### config.mk
export PLATFORM = sky130hd
export DESIGN_NAME = jtsp_tap
export DESIGN_NICKNAME = d
export VERILOG_FILES = /design/src/verilog/jtsp_pkg.sv /design/src/verilog/jtsp_sync.sv /design/src/verilog/jtsp_tap.sv
export SDC_FILE = /design/constraint.sdc
export NUM_CORES = 1
export LEC_CHECK = 0
export CORE_MARGIN = 8
export CORE_UTILIZATION = 50
export CTS_CLUSTER_DIAMETER = 150
export DETAILED_ROUTE_END_ITERATION = 10
export DONT_BUFFER_PORTS = 1
export GPL_TIMING_DRIVEN = 0
export SLEW_MARGIN = 20
export SYNTH_ARGS = -nofsm -noshare
export SYNTH_HDL_FRONTEND = slang
export SYNTH_SLANG_ARGS = --single-unit
export TNS_END_PERCENT = 30
### constraint.sdc
create_clock -name clock -period 6.8 [get_ports clock]
set_clock_uncertainty 0.05 [all_clocks]
set_input_delay 0.34 -clock clock [delete_from_list [all_inputs] [get_ports clock]]
set_output_delay 0.34 -clock clock [all_outputs]
set_load 0.005 [all_outputs]
### src/verilog/jtsp_pkg.sv
// package for the sram test access port: instruction codes, id fields, chain sizes
// assumes a single system clock that oversamples the test clock pin
package jtsp_pkg;
    localparam int IR_W      = 3;
    localparam int ID_W      = 32;
    localparam int BSR_W     = 109;
    localparam int SYNC_W    = 2;
    localparam logic [IR_W-1:0] INS_EXTEST   = 3'h0;
    localparam logic [IR_W-1:0] INS_IDLOAD   = 3'h1;
    localparam logic [IR_W-1:0] INS_SAMPZ    = 3'h2;
    localparam logic [IR_W-1:0] INS_SAMPLE   = 3'h4;
    localparam logic [IR_W-1:0] INS_BYPASS   = 3'h7;
    localparam logic [1:0]      IR_CAPT_PAT  = 2'h1;
    localparam int TRI_BIT = 108;
    // id field positions
    localparam int ID_REV_LSB = 29;
    localparam int ID_DEV_LSB = 12;
    localparam int ID_VEN_LSB = 1;
    // arbitrary neutral identity values
    localparam logic [2:0]  ID_REV_DEF = 3'h5;
    localparam logic [16:0] ID_DEV_DEF = 17'h0abcd;
    localparam logic [10:0] ID_VEN_DEF = 11'h123;
    localparam logic        ID_PRESENT = 1'h1;
    typedef enum logic [15:0] {
        ST_RESET  = 16'h0001, ST_IDLE   = 16'h0002, ST_SELDR  = 16'h0004, ST_CAPDR  = 16'h0008,
        ST_SHDR   = 16'h0010, ST_EX1DR  = 16'h0020, ST_PSDR   = 16'h0040, ST_EX2DR  = 16'h0080,
        ST_UPDR   = 16'h0100, ST_SELIR  = 16'h0200, ST_CAPIR  = 16'h0400, ST_SHIR   = 16'h0800,
        ST_EX1IR  = 16'h1000, ST_PSIR   = 16'h2000, ST_EX2IR  = 16'h4000, ST_UPIR   = 16'h8000
    } jtsp_state_t;
endpackage

### src/verilog/jtsp_sync.sv
// two flip-flop synchroniser for the test pins
// assumes inputs asynchronous to clock
module jtsp_sync #(
    parameter int W = 3
) (
    // clock and reset
    input  wire logic         clock,
    input  wire logic         resetn,
    // pins
    input  wire logic [W-1:0] async_in,
    output logic      [W-1:0] sync_out
);
    logic [W-1:0] meta_r;
    always_ff @(posedge clock or negedge resetn) begin
        if (!resetn) begin
            meta_r   <= '0;
            sync_out <= '0;
        end else begin
            meta_r   <= async_in;
            sync_out <= meta_r;
        end
    end
endmodule

### src/verilog/jtsp_tap.sv
// test access port of a synchronous sram: tap controller, instruction, bypass, id, boundary chain
// assumes clock much faster than the test clock; pins arrive asynchronous
module jtsp_tap
    import jtsp_pkg::*;
#(
    parameter logic [2:0]  ID_REV = jtsp_pkg::ID_REV_DEF,
    parameter logic [16:0] ID_DEV = jtsp_pkg::ID_DEV_DEF,
    parameter logic [10:0] ID_VEN = jtsp_pkg::ID_VEN_DEF
) (
    // clock and reset
    input  wire logic                          clock,
    input  wire logic                          resetn,
    // test pins
    input  wire logic                          tck,
    input  wire logic                          tms,
    input  wire logic                          tdi,
    output logic                               tdo_o,
    output logic                               tdo_oe,
    // pin ring
    input  wire logic [jtsp_pkg::BSR_W-1:0]    ring_in,
    output logic      [jtsp_pkg::BSR_W-1:0]    ring_drive,
    output logic                               ring_test_mode,
    output logic                               mem_out_off,
    output logic      [jtsp_pkg::IR_W-1:0]     active_ins
);
    import jtsp_pkg::*;

    logic [2:0]            pins_s;
    logic                  tck_s, tms_s, tdi_s, tck_d_r;
    logic                  rise, fall;
    jtsp_state_t           st_r, st_nxt;
    logic [IR_W-1:0]       ir_shift_r;
    logic                  bypass_r;
    logic [ID_W-1:0]       id_shift_r;
    logic [BSR_W-1:0]      bsr_r;
    logic                  ser_out;

    jtsp_sync #(.W(3)) u_sync (
        .clock    (clock),
        .resetn   (resetn),
        .async_in ({tck, tms, tdi}),
        .sync_out (pins_s)
    );
    assign tck_s = pins_s[2];
    assign tms_s = pins_s[1];
    assign tdi_s = pins_s[0];

    always_ff @(posedge clock or negedge resetn) begin
        if (!resetn) begin
            tck_d_r <= 1'b0;
        end else begin
            tck_d_r <= tck_s;
        end
    end
    assign rise = tck_s & ~tck_d_r;
    assign fall = ~tck_s & tck_d_r;

    function automatic logic is_chain(input logic [IR_W-1:0] ins);
        is_chain = (ins == INS_EXTEST) || (ins == INS_SAMPZ) || (ins == INS_SAMPLE);
    endfunction

    // controller next state
    always_comb begin
        case (st_r)
            ST_RESET: st_nxt = tms_s ? ST_RESET : ST_IDLE;
            ST_IDLE:  st_nxt = tms_s ? ST_SELDR : ST_IDLE;
            ST_SELDR: st_nxt = tms_s ? ST_SELIR : ST_CAPDR;
            ST_CAPDR: st_nxt = tms_s ? ST_EX1DR : ST_SHDR;
            ST_SHDR:  st_nxt = tms_s ? ST_EX1DR : ST_SHDR;
            ST_EX1DR: st_nxt = tms_s ? ST_UPDR  : ST_PSDR;
            ST_PSDR:  st_nxt = tms_s ? ST_EX2DR : ST_PSDR;
            ST_EX2DR: st_nxt = tms_s ? ST_UPDR  : ST_SHDR;
            ST_UPDR:  st_nxt = tms_s ? ST_SELDR : ST_IDLE;
            ST_SELIR: st_nxt = tms_s ? ST_RESET : ST_CAPIR;
            ST_CAPIR: st_nxt = tms_s ? ST_EX1IR : ST_SHIR;
            ST_SHIR:  st_nxt = tms_s ? ST_EX1IR : ST_SHIR;
            ST_EX1IR: st_nxt = tms_s ? ST_UPIR  : ST_PSIR;
            ST_PSIR:  st_nxt = tms_s ? ST_EX2IR : ST_PSIR;
            ST_EX2IR: st_nxt = tms_s ? ST_UPIR  : ST_SHIR;
            ST_UPIR:  st_nxt = tms_s ? ST_SELDR : ST_IDLE;
            default:  st_nxt = ST_RESET;
        endcase
    end

    always_ff @(posedge clock or negedge resetn) begin
        if (!resetn) begin
            st_r <= ST_RESET;
        end else if (rise) begin
            st_r <= st_nxt;
        end
    end

    // instruction shift and update
    always_ff @(posedge clock or negedge resetn) begin
        if (!resetn) begin
            ir_shift_r <= INS_IDLOAD;
        end else if (rise) begin
            if (st_r == ST_CAPIR) begin
                ir_shift_r <= {active_ins[IR_W-1], IR_CAPT_PAT};
            end else if (st_r == ST_SHIR) begin
                ir_shift_r <= {tdi_s, ir_shift_r[IR_W-1:1]};
            end
        end
    end

    always_ff @(posedge clock or negedge resetn) begin
        if (!resetn) begin
            active_ins <= INS_IDLOAD;
        end else if (rise) begin
            if (st_nxt == ST_RESET) begin
                active_ins <= INS_IDLOAD;
            end else if (st_r == ST_UPIR) begin
                active_ins <= ir_shift_r;
            end
        end
    end

    // bypass cell
    always_ff @(posedge clock or negedge resetn) begin
        if (!resetn) begin
            bypass_r <= 1'b0;
        end else if (rise) begin
            if (st_r == ST_CAPDR) begin
                bypass_r <= 1'b0;
            end else if (st_r == ST_SHDR) begin
                bypass_r <= tdi_s;
            end
        end
    end

    // id register
    always_ff @(posedge clock or negedge resetn) begin
        if (!resetn) begin
            id_shift_r <= '0;
        end else if (rise && active_ins == INS_IDLOAD) begin
            if (st_r == ST_CAPDR) begin
                id_shift_r <= {ID_REV, ID_DEV, ID_VEN, ID_PRESENT};
            end else if (st_r == ST_SHDR) begin
                id_shift_r <= {tdi_s, id_shift_r[ID_W-1:1]};
            end
        end
    end

    // boundary chain: msb at data in, lsb at data out
    always_ff @(posedge clock or negedge resetn) begin
        if (!resetn) begin
            bsr_r <= '0;
        end else if (rise && is_chain(active_ins)) begin
            if (st_r == ST_CAPDR) begin
                bsr_r <= ring_in;
            end else if (st_r == ST_SHDR) begin
                bsr_r <= {tdi_s, bsr_r[BSR_W-1:1]};
            end
        end
    end

    // preload latch; tri-state cell preset high
    always_ff @(posedge clock or negedge resetn) begin
        if (!resetn) begin
            ring_drive          <= '0;
            ring_drive[TRI_BIT] <= 1'b1;
        end else if (rise) begin
            if (st_nxt == ST_RESET) begin
                ring_drive[TRI_BIT] <= 1'b1;
            end else if (st_r == ST_UPDR && is_chain(active_ins)) begin
                ring_drive <= bsr_r;
            end
        end
    end

    // effects on the memory side
    always_ff @(posedge clock or negedge resetn) begin
        if (!resetn) begin
            ring_test_mode <= 1'b0;
            mem_out_off    <= 1'b0;
        end else begin
            ring_test_mode <= (active_ins == INS_EXTEST);
            mem_out_off    <= (active_ins == INS_SAMPZ) ||
                              (active_ins == INS_EXTEST && !ring_drive[TRI_BIT]);
        end
    end

    // serial output select
    always_comb begin
        if (st_r == ST_SHIR) begin
            ser_out = ir_shift_r[0];
        end else if (active_ins == INS_IDLOAD) begin
            ser_out = id_shift_r[0];
        end else if (is_chain(active_ins)) begin
            ser_out = bsr_r[0];
        end else begin
            ser_out = bypass_r;
        end
    end

    always_ff @(posedge clock or negedge resetn) begin
        if (!resetn) begin
            tdo_o  <= 1'b0;
            tdo_oe <= 1'b0;
        end else if (fall) begin
            tdo_o  <= ser_out;
            tdo_oe <= (st_r == ST_SHIR) || (st_r == ST_SHDR);
        end
    end
endmodule

**After elaboration in Yosys (flattened, before gate mapping)**

Index checks and enable logic that the tools add are counted.

- Register bits after elaboration: 284
- Output and inout port bits: 116

- Bitwise logic cells: 5
- Eq/ne operators: 20
- Mux-type cells: 28
- Reduce and logical (&&, ||, !) cells: 24

Operators with widths:

| operator | count |
|---|---|
| 109-bit 2-to-1 mux | 3 |
| 16-bit case mux with 12 select lines | 1 |
| 32-bit 2-to-1 mux | 2 |
| 16-bit by 1-bit equality test with 1-bit output, second input constant | 2 |
| 16-bit 2-to-1 mux | 2 |
| 9-bit 2-to-1 mux | 2 |
| 16-bit by 10-bit equality test with 1-bit output, second input constant | 1 |
| 16-bit by 11-bit equality test with 1-bit output, second input constant | 1 |
| 16-bit by 12-bit equality test with 1-bit output, second input constant | 1 |
| 16-bit by 13-bit equality test with 1-bit output, second input constant | 1 |
| 16-bit by 14-bit equality test with 1-bit output, second input constant | 1 |
| 16-bit by 15-bit equality test with 1-bit output, second input constant | 1 |
| 16-bit equality test, second input constant | 1 |
| 16-bit by 2-bit equality test with 1-bit output, second input constant | 1 |
| 16-bit by 3-bit equality test with 1-bit output, second input constant | 1 |
| 16-bit by 4-bit equality test with 1-bit output, second input constant | 1 |
| 16-bit by 5-bit equality test with 1-bit output, second input constant | 1 |
| 16-bit by 6-bit equality test with 1-bit output, second input constant | 1 |
| 16-bit by 7-bit equality test with 1-bit output, second input constant | 1 |
| 16-bit by 8-bit equality test with 1-bit output, second input constant | 1 |
| 16-bit by 9-bit equality test with 1-bit output, second input constant | 1 |
| 15-bit 2-to-1 mux | 1 |
| 3-bit 2-to-1 mux | 5 |
| 13-bit 2-to-1 mux | 1 |
| 20 further kinds | 43 |

**Depth between registers and ports, before layout**

Gate-level depths: netlist of run 1.

- Depth after elaboration: 6
- Depth in mapped cells: 9

**Hierarchy**

From an unflattened synthesis of run 1, not the netlist that was laid out.

- Cells, all modules: 1067
- Area, all modules: 12296.8 um^2

By module, submodules not included:

| module | cells each | times used | area each (um^2) |
|---|---|---|---|
| jtsp_tap | 1061 | 1 | 12146.6 |
| jtsp_sync | 6 | 1 | 150.1 |

**Worst setup path after synthesis of run 1**

OpenSTA, ideal clock, no wires.

- Path type: reg-to-reg
- Start point: register st_r[5]
- End point: register bsr_r[79]
- Data required time: 6.623 ns
- Slack: 4.410 ns
- Setup time: 0.127 ns
- Data arrival time: 2.213 ns
- Buffers on the path: 4
- Stages on the path, launching flop included: 10
- Period minus slack after synthesis: 2.390 ns
- Path through: dfrtp_1 > buf_2 > nor4_4 > nand4b_1 > a21o_1 > a2111oi_2 > buf_4 > buf_4 > buf_4 > a31oi_1

- Longest elaborated chain between the ends: 3

Ends and longest elaborated chain:

| what | RTL line | source |
|---|---|---|
| start: declaration | jtsp_tap.sv:31 | `jtsp_state_t st_r, st_nxt;` |
| start signal: assignment | jtsp_tap.sv:89 | `st_r <= st_nxt;` |
| 16-bit by 4-bit equality test with 1-bit output / 16-bit by 5-bit equality test with 1-bit output (equally long branches) | jtsp_tap.sv:149, jtsp_tap.sv:151 |  |
| 2-bit nonzero test (no source line) | n/a |  |
| 2-bit AND reduction (no source line) | n/a |  |
| end signal: assignment | jtsp_tap.sv:150 | `bsr_r <= ring_in;` |
| end signal: assignment | jtsp_tap.sv:152 | `bsr_r <= {tdi_s, bsr_r[BSR_W-1:1]};` |
| end: declaration | jtsp_tap.sv:35 | `logic [BSR_W-1:0] bsr_r;` |

Parallel ways exist; a longest one is shown, timed or not.
A chain may end at the register's enable or synchronous reset.

**Worst setup path in the final report of run 1**

- Start point: register st_r[9]
- End point: register bsr_r[83]

The elaborated chain is that of the path after synthesis.

==> results_dict.tcl, run 1 <==
set metrics [dict create \
    run_status "finished, violations left" \
    violations "negative hold slack" \
    detailroute.via_count 9142 \
    synthDominantAreaCellType "sky130_fd_sc_hd__dfrtp_1" \
    cts_buffers 31 \
    final_layout_size_suffix_gt1_frac 0.161 \
    asyncSetResetFlopFracSynth 1.00 \
    synthesis.nets 1289 \
    worstSetupStartpointType "register" \
    static-leakage-power_nw 7.04 \
    cts_buffer_depth 3 \
    postCtsHoldBufs 112 \
    cts_repair_resize_count 0 \
    synth.yosys.warnings 0 \
    synthCells 1175 \
    worstSetupPathType "register to register" \
    vias_per_inst 5.48 \
    detailedPlacementHpwl_um 20600 \
    gp_congestion 0.836 \
    peakVddDrop_v 0.000188 \
    global_route_wire_length_before_repair_um 50500 \
    timing.final.max_slew_violations 0 \
    die-width_um 171 \
    avgRoutedWirePerCell_um 18.8 \
    basic_gate_share_of_the_synthesized_area_counting_and_or_nand_and_nor_cells 0.174 \
    final.period_utilization 0.510 \
    htreeDepth 1 \
    io-pin-count 230 \
    timing.rr.start "st_r[9]" \
    clk_latency_ns 0.55 \
    netlist_area_pre_place_mm2 0.0121 \
    rsz0062_at_grt "no" \
    synth_cell_types 46 \
    synth_xor_area_frac 0.00363 \
    clkSlewWorstSetupHoldPaths_ns 0.06 \
    dieArea_mm2 0.0294 \
    ys_seq_area_frac 0.589 \
    final_critical_path_setup_slack_ns 3.33 \
    dieHeight_um 171 \
    cts_root_buf "sky130_fd_sc_hd__clkbuf_16" \
    timing.critical_path.fanout_max 10 \
    count_of_input_and_output_buffers 0 \
    first_global_vias 9196 \
    synth_top_flop_cell "sky130_fd_sc_hd__dfrtp_1" \
    grt.overflow.total 0 \
    worstReg2RegEnd "bsr_r[83]" \
    rows 57 \
    clkSinkCount 284 \
    antenna_found_initial 0 \
    timing.critical_path.from "st_r[9]" \
    worstSetupPathDepth 8 \
    r2r_slack_ns 3.33 \
    timing.critical_path.cells "buf_2, nor4_2, nand2_2, nor2_1, buf_2, buf_1, nand2_1, a31oi_1" \
    max_stage_delay_ns 0.87 \
    max_clock_freq_mhz 288 \
    cap_viol_max_count 0 \
    layout.nets 1434 \
    hold_slack_ns -0.571 \
    setup_viol 0 \
    coreArea_mm2 0.0240 \
    yosys.area.top_type_share 0.581 \
    power_density_mw_per_mm2 247 \
    yosysMostFrequentCell "sky130_fd_sc_hd__nand2_1" \
    synthMuxAreaShare 0.102 \
    postSynthRegisterBits 284 \
    drt-initial-drc-count 849 \
    routed_wl_um 31300 \
    track_usage 0.213 \
    post-route-min-period_ns 3.47 \
    post_cts.repair.setup_buffers 0 \
    totalPowerFinal_mw 3.61 \
    path_common_cell "sky130_fd_sc_hd__buf_2" \
    synth.cells.most_frequent "sky130_fd_sc_hd__nand2_1 (309), sky130_fd_sc_hd__dfrtp_1 (280), sky130_fd_sc_hd__nor2_1 (129)" \
    starting_density_of_the_core 0.502 \
    synth-compound-area-share 0.0924 \
    timing.critical_path.to_type "register" \
    number_of_remaining_drc_errors 0 \
    ys_top_cells_by_area "sky130_fd_sc_hd__dfrtp_1 (58%), sky130_fd_sc_hd__mux2_2 (10%), sky130_fd_sc_hd__nand2_1 (9.6%)" \
    setup_total_negative_slack_ns 0 \
    timing_worst_slew_pin_value_ns 1.09 \
    slew_headroom 0.272 \
    crit_buf_inv 3 \
    combinational_family_with_the_most_area_after_synthesis "simple AND/OR/NAND/NOR gates" \
    timing.critical_path.slowest_stage_cell "sky130_fd_sc_hd__nor2_1" \
    clock_tree_from_tritoncts "done" \
    yosys.area_share.adder 0 \
    placement.setup.worst_slack_ns 3.33 \
    maximum_number_of_pins_on_one_net_before_global_route_repair 285 \
    critical-path-top-delay-family "simple AND/OR/NAND/NOR gates" \
    syn-mean-instance-area_um2 10.3 \
    remaining_antenna_violation_count 0 \
    post_synth_edffs 0 \
    timing.final.hold_violations 284 \
    worst_r2r_path_depth 8 \
    worstHoldPathType "input pin to asynchronous set/reset pin" \
    required_ns 7.21 \
    detailedRoute.firstPassIterationCount 5 \
    antenna_cells 0 \
    timing.critical_path.arrival_ns 3.88 \
    area_growth_pct 21.1 \
]
## report_power, final
group,switching [mW],leakage [nW],internal [mW]
sequential,0.0170,3.36,1.72
clock,0.664,0.503,0.985
combinational,0.121,3.18,0.0980
## flip-flops by register name, summed over array words and instances (netlist names)
register	cells
active_ins	3
tdo_o	1
ir_shift_r	3
bsr_r	109
bypass_r	1
ring_drive	109
st_r	16
mem_out_off	1
u_sync.meta_r	3
id_shift_r	32
tck_d_r	1
ring_test_mode	1
tdo_oe	1
u_sync.sync_out	3
## worst max-delay path by stage
stage	end	slack (ns)
floorplan	bsr_r[79]	4.41
global placement	bsr_r[85]	3.40
global route	bsr_r[83]	3.09
CTS	bsr_r[85]	3.31
detailed placement	bsr_r[85]	3.33
finish	bsr_r[83]	3.33
## logic make-up (layout without fill, tap and decap cells)
family	count (synthesis)	count (layout)
muxes	110	110
DFF	284	284
AOI/OAI and AO/OA	179	179
buffers and inverters	93	262
and+or+nand+nor	504	504
xor gates and xnor gates	5	5
## layer usage
layer / track usage / up-vias / wire length (um)
met5: 0 / - / 0
li1: - / 4297 / -
met4: 0.0658 / 0 / 955
met3: 0.0480 / 62 / 2260
met1: 0.286 / 4506 / 13400
met2: 0.340 / 277 / 14700
## stage by stage
step / utilization / instances / area (um^2)
2_1_floorplan: - / 1175 / 12100
3_3_place_gp: 0.519 / 1499 / 12500
3_5_place_dp: 0.519 / 1499 / 12500
4_1_cts: 0.608 / 1668 / 14600
5_1_grt: 0.608 / 1668 / 14600
6_report: 0.608 / 1668 / 14600
## layout make-up
class | instances | area, um^2
plain buffers | 88 | 439
clock buffers | 50 | 947
repair buffers | 112 | 1120
inverters | 5 | 18.8
clock inverters | 7 | 67.6
flip-flops and latches | 284 | 7110
fillers | 2023 | 9430
well taps | 324 | 405
multi-input cells | 798 | 4500
## cells in the final DEF, fill, tap and decap left out, types with 4 or more instances in the layout
master	synthesis	layout
sky130_fd_sc_hd__nand2_1	309	309
sky130_fd_sc_hd__dfrtp_1	280	280
sky130_fd_sc_hd__nor2_1	129	129
sky130_fd_sc_hd__dlygate4sd3_1	0	112
sky130_fd_sc_hd__a31oi_1	111	111
sky130_fd_sc_hd__mux2_2	108	108
sky130_fd_sc_hd__clkbuf_1	37	46
sky130_fd_sc_hd__o21ai_0	33	33
sky130_fd_sc_hd__clkbuf_16	0	31
sky130_fd_sc_hd__buf_2	30	30
sky130_fd_sc_hd__nand3_1	23	23
sky130_fd_sc_hd__buf_4	13	13
sky130_fd_sc_hd__clkbuf_8	0	10
sky130_fd_sc_hd__a21oi_1	7	7
sky130_fd_sc_hd__nand4_1	6	6
sky130_fd_sc_hd__nor3_1	5	5
sky130_fd_sc_hd__inv_1	5	5
sky130_fd_sc_hd__nor4b_1	5	5
sky130_fd_sc_hd__nand2b_1	5	5
sky130_fd_sc_hd__buf_1	5	5
sky130_fd_sc_hd__o31ai_1	5	5
sky130_fd_sc_hd__o21ai_1	5	5
sky130_fd_sc_hd__nor2b_1	4	4
sky130_fd_sc_hd__xor2_1	4	4
sky130_fd_sc_hd__dfstp_2	4	4
sky130_fd_sc_hd__clkinv_2	0	4
Power figures use the tool's default switching activity.
==> run 2, diff against run 1 <==
- PLACE_DENSITY: default -> 0.68
- clock period: 6.8 -> 3.1 ns (I/O delays scaled with it)
==> run 2 against run 1 <==
  * The flow still finishes with violations (negative hold slack)
  * Hold slack got worse by 0.20 ns
  * Clock power is 110% higher
  * Combinational power is 130% higher
  * Die area stayed put
  * Register-to-register slack got worse by 3.1 ns
  * Sequential share of layout area about the same
  * Cell count about the same
==> results_dict.tcl, run 2 (synthesized netlist as in run 1, its figures left out) <==
set metrics [dict create \
    run_status "finished, violations left" \
    violations "negative hold slack" \
    remaining_antenna_violation_count 0 \
    area_growth_pct 21.1 \
    timing.final.hold_violations 284 \
    drt-initial-drc-count 971 \
    clock_tree_from_tritoncts "done" \
    mostFrequentLayoutCells "sky130_fd_sc_hd__nand2_1 (309), sky130_fd_sc_hd__dfrtp_1 (280), sky130_fd_sc_hd__nor2_1 (128)" \
    placement.setup.worst_slack_ns -0.349 \
    hold_slack_ns -0.773 \
    global_route_wire_length_before_repair_um 50600 \
    antenna_found_initial 1 \
    die-width_um 171 \
    post_dp_cell_area_mm2 0.0125 \
    timing.critical_path.arrival_ns 3.28 \
    post-route-util 0.608 \
    layout.nets 1434 \
    timing.critical_path.fanout_max 10 \
    htreeDepth 1 \
    clkSlewWorstSetupHoldPaths_ns 0.06 \
    timing.critical_path.slowest_stage_cell "sky130_fd_sc_hd__nor4_4" \
    path_common_cell "sky130_fd_sc_hd__buf_4" \
    instances_no_fill 1669 \
    totalPowerFinal_mw 7.77 \
    reg.largest.list "bsr_r x109, ring_drive x109, id_shift_r x32" \
    required_ns 3.49 \
    timing.final.max_slew_violations 0 \
    clk_latency_ns 0.57 \
    routed_wl_um 32100 \
    cts_buffers 30 \
    first_global_vias 9154 \
    clkSinkCount 284 \
    r2r_slack_ns 0.21 \
    max_stage_delay_ns 0.46 \
    count_of_input_and_output_buffers 0 \
    dieArea_mm2 0.0294 \
    final_layout_size_suffix_gt1_frac 0.160 \
    slew_headroom 0.639 \
    gp_congestion 0.870 \
    post-route-min-period_ns 2.89 \
    place_inst 1499 \
    worstHoldPathType "input pin to asynchronous set/reset pin" \
    postCtsHoldBufs 112 \
    vias_per_inst 5.60 \
    final_common_cell "sky130_fd_sc_hd__nand2_1" \
    rows 57 \
    timing.critical_path.from "st_r[12]" \
    setup_total_negative_slack_ns 0 \
    timing.critical_path.to_type "register" \
    cap_viol_max_count 0 \
    timing.rr.start "st_r[12]" \
    setup_viol 0 \
    final_area_mm2 0.0146 \
    critical-path-top-delay-family "buffers and inverters" \
    timing_worst_slew_pin_value_ns 0.542 \
    worstSetupStartpointType "register" \
    final.period_utilization 0.933 \
    final_critical_path_setup_slack_ns 0.207 \
    timing.critical_path.cells "clkbuf_1, nor4_4, nand2_2, a21o_1, a2111oi_2, buf_4, buf_4, buf_4, a31oi_1" \
    power_density_mw_per_mm2 532 \
    cts_buffer_depth 3 \
    crit_buf_inv 4 \
    peakVddDrop_v 0.000427 \
    maximum_number_of_pins_on_one_net_before_global_route_repair 285 \
    cts_root_buf "sky130_fd_sc_hd__clkbuf_16" \
    max_clock_freq_mhz 346 \
    detailedPlacementHpwl_um 20900 \
    detailroute.via_count 9344 \
    io-pin-count 230 \
    worstSetupPathType "register to register" \
    dieHeight_um 171 \
    coreArea_mm2 0.0240 \
    grt.overflow.total 0 \
    number_of_remaining_drc_errors 0 \
    layout.filler_cells 1938 \
    detailedRoute.firstPassIterationCount 5 \
    track_usage 0.213 \
    static-leakage-power_nw 7.01 \
    avgRoutedWirePerCell_um 19.2 \
    starting_density_of_the_core 0.502 \
]
==> run 2: timing repair <==
action / CTS / global route
gates cloned: 0 / 0
endpoints found under the hold margin: 396 / 284
gates resized for setup: 3 / 4
setup endpoints to repair: 52 / 149
pin swaps: 0 / 2
setup buffers: 0 / 2
==> run 2: report_power, final <==
part,switching (mW),internal [mW],leakage (nW)
registers,0.0376,3.77,3.36
clock network,1.46,2.00,0.459
logic,0.279,0.219,3.19
total,1.77,6.00,7.01
==> run 2: layout make-up <==
class	count	area (um^2)	share of cell area
Inverter	5	18.8	0.00128
Multi-Input combinational cell	798	4530	0.310
Timing Repair Buffer	114	1140	0.0778
Tap cell	324	405	0.0277
Clock inverter	7	93.8	0.00642
Buffer	87	439	0.0301
Clock buffer	48	868	0.0594
Antenna cell	2	5.00	0.000343
Sequential cell	284	7110	0.487
==> run 2: final timing paths <==
check / end / cells past startpoint
max: bsr_r[90] / 9
min: bsr_r[11] / 0
max reg2reg: bsr_r[90] / 9
min reg2reg: u_sync.sync_out[1] / 0
max in group asynchronous: ring_drive[43] / 0
min in group clock: u_sync.meta_r[1] / 1
==> run 2: per-layer routing <==
metal,part of all wire,routed length [um],track usage
met5,0,0,0
met4,0.028,885,0.0620
met3,0.069,2220,0.0459
met2,0.49,15500,0.350
met1,0.42,13400,0.282
==> run 2: worst reg2reg max path: stages, from the launching register on <==
cell and delay (ns):
sky130_fd_sc_hd__dfrtp_1 0.35, sky130_fd_sc_hd__clkbuf_1 0.21, sky130_fd_sc_hd__nor4_4 0.46, sky130_fd_sc_hd__nand2_2 0.18, sky130_fd_sc_hd__a21o_1 0.33, sky130_fd_sc_hd__a2111oi_2 0.39
sky130_fd_sc_hd__buf_4 0.29, sky130_fd_sc_hd__buf_4 0.22, sky130_fd_sc_hd__buf_4 0.20, sky130_fd_sc_hd__a31oi_1 0.11
